`src/uoed_pkg.sv`:
```
// ==========================================================================
// descriptor map, field positions and codes
package uoed_pkg;

    localparam int          AXI_AW        = 7;      // byte address width
    localparam int          IDX_W         = 5;      // {endpoint, offset}
    localparam logic [2:0]  OFS_CONFIG    = 3'h0;
    localparam logic [2:0]  OFS_X_BASE    = 3'h1;
    localparam logic [2:0]  OFS_X_COUNT   = 3'h2;
    localparam logic [2:0]  OFS_SPARE_A   = 3'h3;
    localparam logic [2:0]  OFS_SPARE_B   = 3'h4;
    localparam logic [2:0]  OFS_Y_BASE    = 3'h5;
    localparam logic [2:0]  OFS_Y_COUNT   = 3'h6;
    localparam logic [2:0]  OFS_SIZE      = 3'h7;
    localparam logic [1:0]  EP_NONE       = 2'h0;   // endpoints are 1 to 3
    localparam int          CNT_NAK_BIT   = 7;
    localparam int          SIZE_RSV_BIT  = 7;
    localparam int          CNF_STALL_BIT = 3;
    localparam int          CNF_DBUF_BIT  = 4;
    localparam int          CNF_TOGGLE_BIT = 5;
    localparam int          CNF_UBME_BIT  = 7;
    localparam logic [2:0]  BASE_PAD      = 3'h0;   // low address bits appended
    localparam logic [6:0]  MAX_COUNT     = 7'h40;
    localparam logic [7:0]  DESC_RESET    = 8'h00;
    localparam logic [1:0]  RESP_OKAY     = 2'h0;
    localparam logic [1:0]  RESP_SLVERR   = 2'h2;

    typedef enum logic [1:0] {HS_ACK, HS_NAK, HS_STALL, HS_NONE} uoed_hs_t;

    // decode of a register index into "is an implemented entry"
    function automatic logic uoed_mapped(input logic [IDX_W-1:0] idx);
        return (idx[4:3] != EP_NONE) && (idx[2:0] != OFS_SPARE_A)
            && (idx[2:0] != OFS_SPARE_B);
    endfunction

endpackage

```
`src/uoed_mem_if.sv`:
```
// ==========================================================================
// one port of the descriptor memory
interface uoed_mem_if;
    logic [4:0] addr;
    logic       we;
    logic [7:0] wdata;
    logic [7:0] rdata;
    modport user (output addr, output we, output wdata, input rdata);
    modport mem  (input addr, input we, input wdata, output rdata);
endinterface

```
`src/uoed_desc_mem.sv`:
```
// ==========================================================================
// descriptor storage, two ports, registered read data
module uoed_desc_mem
    import uoed_pkg::*;
(
    input  wire logic aclk,
    input  wire logic aresetn,
    input  wire logic ce,
    uoed_mem_if.mem   pa,
    uoed_mem_if.mem   pb
);
    logic [7:0] mem_q [32];
    logic [7:0] ra_q;
    logic [7:0] rb_q;

    // writes; port b wins a same-address collision
    always_ff @(posedge aclk) begin
        if (!aresetn) begin
            for (int i = 0; i < 32; i++) begin
                mem_q[i] <= DESC_RESET;
            end
        end else if (ce) begin
            if (pa.we) begin
                mem_q[pa.addr] <= pa.wdata;
            end
            if (pb.we) begin
                mem_q[pb.addr] <= pb.wdata;
            end
        end
    end

    // read registers
    always_ff @(posedge aclk) begin
        if (!aresetn) begin
            ra_q <= DESC_RESET;
            rb_q <= DESC_RESET;
        end else if (ce) begin
            ra_q <= mem_q[pa.addr];
            rb_q <= mem_q[pb.addr];
        end
    end

    assign pa.rdata = ra_q;
    assign pb.rdata = rb_q;
endmodule

```
`src/uoed_top.sv`:
```
module uoed_top
    import uoed_pkg::*;
(
    input  wire logic                aclk,
    input  wire logic                aresetn,
    input  wire logic                ce,
    input  wire logic [AXI_AW-1:0]   s_axi_awaddr,
    input  wire logic                s_axi_awvalid,
    output logic                     s_axi_awready,
    input  wire logic [31:0]         s_axi_wdata,
    input  wire logic [3:0]          s_axi_wstrb,
    input  wire logic                s_axi_wvalid,
    output logic                     s_axi_wready,
    output logic [1:0]               s_axi_bresp,
    output logic                     s_axi_bvalid,
    input  wire logic                s_axi_bready,
    input  wire logic [AXI_AW-1:0]   s_axi_araddr,
    input  wire logic                s_axi_arvalid,
    output logic                     s_axi_arready,
    output logic [31:0]              s_axi_rdata,
    output logic [1:0]               s_axi_rresp,
    output logic                     s_axi_rvalid,
    input  wire logic                s_axi_rready,
    input  wire logic                pkt_start,
    input  wire logic [1:0]          pkt_ep,
    input  wire logic                pkt_byte_valid,
    input  wire logic [7:0]          pkt_byte,
    input  wire logic                pkt_end,
    output logic                     pkt_ready,
    output logic                     hs_valid,
    output uoed_hs_t                 hs_code,
    output logic                     buf_wr_en,
    output logic [10:0]              buf_wr_addr,
    output logic [7:0]               buf_wr_data
);
    // ======================================================================
    // register bus slave
    uoed_mem_if ma ();
    uoed_mem_if mb ();

    logic [IDX_W-1:0] aw_idx_q;
    logic             aw_have_q;
    logic [7:0]       w_byte_q;
    logic             w_lane_q;
    logic             w_have_q;
    logic [IDX_W-1:0] ar_idx_q;
    logic [1:0]       rd_st_q;     // 0 idle, 1 waiting for port, 2 read issued
    logic             do_write;
    logic             rd_issue;

    assign do_write = aw_have_q && w_have_q && !s_axi_bvalid;
    assign rd_issue = (rd_st_q == 2'd1) && !do_write;

    // write address and data are taken independently
    always_ff @(posedge aclk) begin
        if (!aresetn) begin
            aw_have_q    <= 1'b0;
            w_have_q     <= 1'b0;
            aw_idx_q     <= '0;
            w_byte_q     <= DESC_RESET;
            w_lane_q     <= 1'b0;
            s_axi_bvalid <= 1'b0;
            s_axi_bresp  <= RESP_OKAY;
        end else if (ce) begin
            if (s_axi_awvalid && s_axi_awready) begin
                aw_have_q <= 1'b1;
                aw_idx_q  <= s_axi_awaddr[AXI_AW-1:2];
            end
            if (s_axi_wvalid && s_axi_wready) begin
                w_have_q <= 1'b1;
                w_byte_q <= s_axi_wdata[7:0];
                w_lane_q <= s_axi_wstrb[0];
            end
            if (do_write) begin
                aw_have_q    <= 1'b0;
                w_have_q     <= 1'b0;
                s_axi_bvalid <= 1'b1;
                s_axi_bresp  <= uoed_mapped(aw_idx_q) ? RESP_OKAY : RESP_SLVERR;
            end else if (s_axi_bready) begin
                s_axi_bvalid <= 1'b0;
            end
        end
    end

    // ready flags registered so every output comes from a flop
    always_ff @(posedge aclk) begin
        if (!aresetn) begin
            s_axi_awready <= 1'b0;
            s_axi_wready  <= 1'b0;
            s_axi_arready <= 1'b0;
        end else if (ce) begin
            s_axi_awready <= !aw_have_q && !(s_axi_awvalid && s_axi_awready);
            s_axi_wready  <= !w_have_q && !(s_axi_wvalid && s_axi_wready);
            s_axi_arready <= (rd_st_q == 2'd0) && !s_axi_rvalid
                             && !(s_axi_arvalid && s_axi_arready);
        end
    end

    // read path: index, memory read, then answer
    always_ff @(posedge aclk) begin
        if (!aresetn) begin
            rd_st_q      <= 2'd0;
            ar_idx_q     <= '0;
            s_axi_rvalid <= 1'b0;
            s_axi_rdata  <= 32'h0000_0000;
            s_axi_rresp  <= RESP_OKAY;
        end else if (ce) begin
            if (s_axi_arvalid && s_axi_arready) begin
                ar_idx_q <= s_axi_araddr[AXI_AW-1:2];
                rd_st_q  <= 2'd1;
            end else if (rd_issue) begin
                rd_st_q <= 2'd2;
            end else if (rd_st_q == 2'd2) begin
                rd_st_q      <= 2'd0;
                s_axi_rvalid <= 1'b1;
                s_axi_rdata  <= uoed_mapped(ar_idx_q) ? {24'h00_0000, ma.rdata}
                                                     : 32'h0000_0000;
                s_axi_rresp  <= uoed_mapped(ar_idx_q) ? RESP_OKAY : RESP_SLVERR;
            end else if (s_axi_rready) begin
                s_axi_rvalid <= 1'b0;
            end
        end
    end

    // port a: firmware reads and writes, size reserved bit forced low
    assign ma.addr  = do_write ? aw_idx_q : ar_idx_q;
    assign ma.we    = do_write && w_lane_q && uoed_mapped(aw_idx_q);
    assign ma.wdata = (aw_idx_q[2:0] == OFS_SIZE) ? {1'b0, w_byte_q[6:0]}
                                                  : w_byte_q;

    // ======================================================================
    // out packet engine
    typedef enum logic [3:0] {E_IDLE, E_CNF, E_CNT, E_BASE, E_SIZE, E_DEC,
                              E_RECV, E_DRAIN, E_WCNT, E_WCNF} uoed_st_t;
    uoed_st_t   st_q;
    uoed_st_t   st_d;
    logic [1:0] ep_q;
    logic [7:0] cnf_q;
    logic [7:0] cnt_q;
    logic [7:0] base_q;
    logic [6:0] size_q;
    logic       use_y_q;
    logic [6:0] idx_q;
    uoed_hs_t   hs_kind_q;
    logic       cnf_y;

    assign cnf_y = mb.rdata[CNF_DBUF_BIT] && mb.rdata[CNF_TOGGLE_BIT];

    // next state
    always_comb begin
        st_d = st_q;
        case (st_q)
            E_IDLE:  if (pkt_start) st_d = E_CNF;
            E_CNF:   st_d = E_CNT;
            E_CNT:   st_d = E_BASE;
            E_BASE:  st_d = E_SIZE;
            E_SIZE:  st_d = E_DEC;
            E_DEC: begin
                if (!cnf_q[CNF_UBME_BIT] || cnf_q[CNF_STALL_BIT]
                    || cnt_q[CNT_NAK_BIT]) begin
                    st_d = E_DRAIN;
                end else begin
                    st_d = E_RECV;
                end
            end
            E_RECV:  if (pkt_end) st_d = E_WCNT;
            E_DRAIN: if (pkt_end) st_d = E_IDLE;
            E_WCNT:  st_d = cnf_q[CNF_DBUF_BIT] ? E_WCNF : E_IDLE;
            E_WCNF:  st_d = E_IDLE;
            default: st_d = E_IDLE;
        endcase
    end

    // descriptor fetch and decision
    always_ff @(posedge aclk) begin
        if (!aresetn) begin
            st_q      <= E_IDLE;
            ep_q      <= EP_NONE;
            cnf_q     <= DESC_RESET;
            cnt_q     <= DESC_RESET;
            base_q    <= DESC_RESET;
            size_q    <= '0;
            use_y_q   <= 1'b0;
            hs_kind_q <= HS_NONE;
            pkt_ready <= 1'b0;
        end else if (ce) begin
            st_q      <= st_d;
            pkt_ready <= (st_d == E_IDLE) || (st_d == E_RECV) || (st_d == E_DRAIN);
            case (st_q)
                E_IDLE:  ep_q <= pkt_ep;
                E_CNT: begin
                    cnf_q   <= mb.rdata;
                    use_y_q <= cnf_y;
                end
                E_BASE:  cnt_q  <= mb.rdata;
                E_SIZE:  base_q <= mb.rdata;
                E_DEC: begin
                    size_q <= mb.rdata[6:0];
                    if (!cnf_q[CNF_UBME_BIT] || ep_q == EP_NONE) begin
                        hs_kind_q <= HS_NONE;
                    end else if (cnf_q[CNF_STALL_BIT]) begin
                        hs_kind_q <= HS_STALL;
                    end else if (cnt_q[CNT_NAK_BIT]) begin
                        hs_kind_q <= HS_NAK;
                    end else begin
                        hs_kind_q <= HS_ACK;
                    end
                end
                default: ;
            endcase
        end
    end

    // port b: reads descriptor entries, writes count and config only
    always_comb begin
        mb.addr  = {ep_q, OFS_CONFIG};
        mb.we    = 1'b0;
        mb.wdata = cnf_q;
        case (st_q)
            E_CNT:   mb.addr = {ep_q, cnf_y ? OFS_Y_COUNT : OFS_X_COUNT};
            E_BASE:  mb.addr = {ep_q, use_y_q ? OFS_Y_BASE : OFS_X_BASE};
            E_SIZE:  mb.addr = {ep_q, OFS_SIZE};
            E_WCNT: begin
                mb.addr  = {ep_q, use_y_q ? OFS_Y_COUNT : OFS_X_COUNT};
                mb.we    = 1'b1;
                mb.wdata = {1'b1, idx_q};
            end
            E_WCNF: begin
                mb.we    = 1'b1;
                mb.wdata = cnf_q ^ (8'h01 << CNF_TOGGLE_BIT);
            end
            default: ;
        endcase
    end

    // data path into the shared buffer
    always_ff @(posedge aclk) begin
        if (!aresetn) begin
            idx_q       <= '0;
            buf_wr_en   <= 1'b0;
            buf_wr_addr <= '0;
            buf_wr_data <= DESC_RESET;
        end else if (ce) begin
            buf_wr_en <= 1'b0;
            if (st_q == E_DEC) begin
                idx_q <= '0;
            end else if (st_q == E_RECV && pkt_byte_valid && !pkt_end
                         && idx_q < size_q && idx_q < MAX_COUNT) begin
                buf_wr_en   <= 1'b1;
                buf_wr_addr <= {base_q, BASE_PAD} + {4'h0, idx_q};
                buf_wr_data <= pkt_byte;
                idx_q       <= idx_q + 7'h01;
            end
        end
    end

    // handshake towards the host at end of packet
    always_ff @(posedge aclk) begin
        if (!aresetn) begin
            hs_valid <= 1'b0;
            hs_code  <= HS_NONE;
        end else if (ce) begin
            hs_valid <= 1'b0;
            if ((st_q == E_RECV || st_q == E_DRAIN) && pkt_end
                && hs_kind_q != HS_NONE) begin
                hs_valid <= 1'b1;
                hs_code  <= hs_kind_q;
            end
        end
    end

    uoed_desc_mem u_mem (
        .aclk    (aclk),
        .aresetn (aresetn),
        .ce      (ce),
        .pa      (ma.mem),
        .pb      (mb.mem)
    );
endmodule

```
`config.mk`:
```
export PLATFORM = sky130hd
export DESIGN_NAME = uoed_top
export DESIGN_NICKNAME = d
export VERILOG_FILES = /design/src/uoed_pkg.sv /design/src/uoed_mem_if.sv /design/src/uoed_desc_mem.sv /design/src/uoed_top.sv
export SDC_FILE = /design/constraint.sdc
export NUM_CORES = 1
export LEC_CHECK = 0
export BUFFER_PORTS_ARGS = -buffer_cell sky130_fd_sc_hd__buf_2
export CORE_ASPECT_RATIO = 0.8
export CORE_MARGIN = 2
export CORE_UTILIZATION = 50
export DETAILED_ROUTE_END_ITERATION = 10
export PLACE_DENSITY_LB_ADDON = 0.12
export SYNTH_ARGS = -nofsm -noshare
export SYNTH_HDL_FRONTEND = slang
export SYNTH_HIERARCHICAL = 1
export SYNTH_SLANG_ARGS = --single-unit
```
`constraint.sdc`:
```
create_clock -name aclk -period 5.1 [get_ports aclk]
set_clock_uncertainty 0.2 [all_clocks]
set_input_delay 0.255 -clock aclk [delete_from_list [all_inputs] [get_ports aclk]]
set_output_delay 0.255 -clock aclk [all_outputs]
set_load 0.05 [all_outputs]
```
==> run summary <==
Netlist cell types = 67
Peak VDD IR = 0.244 mV
Yosys warning count = 6
Die height = 187 um
Placer Congestion = 0.950
Dpl cells = 2257
Slew Limit Fails = 0
Sequential share of the synthesized area = 48.1%
Critical path class = reg2reg
GRT overflow = 0
Row count = 66
Pre-antenna DRT Iters = 6
Core region area = 41000 um^2
Leakage power = 7.88 nW
Clk pin slew, worst setup/hold paths = 0.07 ns
PD cells = 294 nW/um^2
Cells after synthesis = 1752
CTS H-tree depth = 2
Die ar. = 43500 um^2
Final min period = 4.00 ns
RSZ-0062 raised after global routing = false
Max Root-Sink Buffers = 3
Reg area = 10000 um^2
1st-iter DRT viols = 2027
Synthesized area = 20900 um^2
Starting Density = 51.0%
Crit path capture type = flip-flop
First-pass GRT wire length = 98800 um
GR Layer Usage met1 = 45.9%
DRC violations left = 0
Die Wd = 233 um
Slew @ Worst Pin = 1.38 ns
Startpoint class of the critical path = flip-flop
Final Hold Slack = 0.0386 ns
Met2 Use GR = 44.6%
Detailed Route WL = 68000 um
Worst-path fanout max = 18
I/O pin cnt = 136
Largest net degree at the start of global routing = 83
Hold Path Class = in2reg
Met3 Resource Use GR = 7.42%
Final Util = 56.5%
Clk sink count = 374
CTS tree = built
Post-synth EDFFs = 256
Total power = 6.80 mW
CTS root buffer = clkbuf_16
Nets = 1876
FF+latch count, synth = 374
Area Overhead vs Synth = 10.8%
Async SR Flop Fraction = 0%
Arr. time, crit path = 4.22 ns
Fillers = 3491
Post-detail-place hpwl = 44100 um
Drt wl/cell = 28.8 um
Max-Cap Viols = 0
Setup-failing EPs final = 0
Fmax = 250 MHz
Worst-Skew Late Latency = 0.56 ns
Ant diodes = 0
Busiest grt layer = met1
Count of final hold-check violations = 0
Non-filler cells, final = 2366
Post-CTS setup repair buffer count = 0
Req. time, crit path = 5.32 ns
Mapped Avg Cell Area = 11.9 um^2
Gr usage total = 30.8%
TritonCTS Buffers = 40
Vias = 16100
Layout cells sized above 1 = 19.6%
Status = finished, final reports clean
Multi-input logic area = 9960 um^2
Routed vias/inst = 6.82
I/O Buffers = 78
Slew HR = 6.78%
Initial antenna violation count = 1
Final antenna-violating net count = 0
Vias in the first global route = 15000
Tcrit/Tclk final = 78.5%
Post-route setup TNS = 0 ns
Most used DFF post-synth = edfxtp_1
==> cell usage after synthesis (8+ instances only) <==
library cell | instances | area, um^2
nand2b_1 | 8 | 50.1
a211oi_1 | 10 | 75.1
nand3_1 | 43 | 215
buf_4 | 30 | 225
nor2b_1 | 16 | 100
a21oi_1 | 59 | 295
nor3_4 | 11 | 179
nand3b_1 | 15 | 113
nor2_1 | 55 | 206
mux4_2 | 87 | 1960
dfxtp_1 | 118 | 2360
buf_2 | 42 | 210
buf_1 | 12 | 45.0
nand2_1 | 139 | 522
a22oi_1 | 36 | 270
ha_1 | 11 | 138
mux2_2 | 11 | 124
and3_1 | 10 | 62.6
o211ai_1 | 24 | 180
a22o_1 | 266 | 2330
o21ai_0 | 49 | 245
clkbuf_1 | 100 | 375
mux2i_1 | 112 | 1120
edfxtp_1 | 256 | 7690
a221oi_1 | 9 | 78.8
a31oi_1 | 18 | 113
nor3_2 | 52 | 521
nor3_1 | 9 | 45.0
inv_1 | 29 | 109
o22ai_1 | 25 | 156
==> where the power goes <==
group          total, mW  internal, mW  switching, mW
Combinational      0.588         0.201          0.386
Clock               2.80          1.57           1.23
Sequential          3.41          3.33         0.0864
==> final timing paths <==
check                      start                  to  cells past startpoint  slack [ns]
setup / recovery         st_q[2]  u_mem/mem_q[29][3]                      9        1.10
hold / removal                ce        s_axi_rvalid                      4        0.04
setup reg to reg         st_q[2]  u_mem/mem_q[29][3]                      9        1.10
hold reg to reg   s_axi_rdata[6]      s_axi_rdata[6]                      2        0.25
==> area by class of cell <==
class | instances | share of cell area, %
clock buffers | 52 | 4.61
inverters | 29 | 0.470
clock inverters | 19 | 0.611
well taps | 544 | 2.94
repair buffers | 164 | 4.95
flip-flops and latches | 374 | 43.4
multi-input cells | 1184 | 43.0
==> logic make-up after synthesis <==
| kind of cell | after synthesis | share of synthesized area [%] |
|---|---|---|
| mux | 210 | 15.3 |
| buf+inv | 219 | 4.91 |
| other cells | 1 | 0.0179 |
| flops | 374 | 48.1 |
| simple gates | 415 | 11.9 |
| fa+ha+maj | 12 | 0.754 |
| xor+xnor | 6 | 0.251 |
| compound gates | 515 | 18.7 |
==> critical path, cell delays in order, from the launching register on <==
cell      delay [ns]
dfxtp_1         0.61
nor3b_1         0.51
nor2_1          0.15
nor2_4          0.14
nand3b_1        0.56
buf_4           0.39
nor3_2          0.08
buf_4           0.20
nor3_1          0.77
a22o_1          0.25
==> metrics by stage <==
step                      setup WS [ns]  cell area [um^2]
final                              1.10             23200
after detailed placement           1.19             21600
after floorplan                    1.58             21000
after global routing              0.848             23200
after CTS                          1.15             23200
after global placement             1.24             21600
==> layer usage <==
layer | wire (um) | vias to the layer above | share of wire, %
li1 | - | 6964 | -
met1 | 28400 | 8074 | 42
met2 | 29800 | 955 | 44
met3 | 7860 | 140 | 12
met4 | 1970 | 0 | 2.9
met5 | 0 | - | 0
==> flip-flops by register name (all words and copies together) (netlist names), 2 cells and up <==
signal          count
u_mem/mem_q       256
buf_wr_addr        11
st_q                4
size_q              7
u_mem/pb.rdata      8
s_axi_rdata         8
aw_idx_q            5
cnf_q               8
w_byte_q            8
hs_code             2
rd_st_q             2
ep_q                2
idx_q               7
buf_wr_data         8
base_q              8
u_mem/pa.rdata      8
ar_idx_q            5
hs_kind_q           2
==> placed cells by master, fill, tap and decap left out, drive strengths merged, types with 7 or more instances in the layout <==
cell type,synthesis,routed
a211oi,11,11
a21oi,59,59
a221oi,9,9
a22o,266,266
a22oi,36,36
a31oi,18,18
and3,10,10
buf,89,126
clkbuf,101,52
clkinv,0,14
conb,1,26
dfxtp,118,118
dlygate4sd3,0,38
edfxtp,256,256
ha,11,11
inv,29,31
mux2,11,11
mux2i,112,112
mux4,87,87
nand2,140,140
nand2b,8,8
nand3,43,43
nand3b,15,15
nand4,7,7
nor2,55,55
nor2b,16,16
nor3,72,72
nor3b,7,7
o211ai,24,24
o21ai,50,50
o22ai,25,25
or3b,9,9
==> timing repair <==
action,in CTS,in global routing
endpoints found under the hold margin,38,0
hold buffers,38,0
resized for setup,0,0
Note: power is estimated with default switching activity, not from simulation.
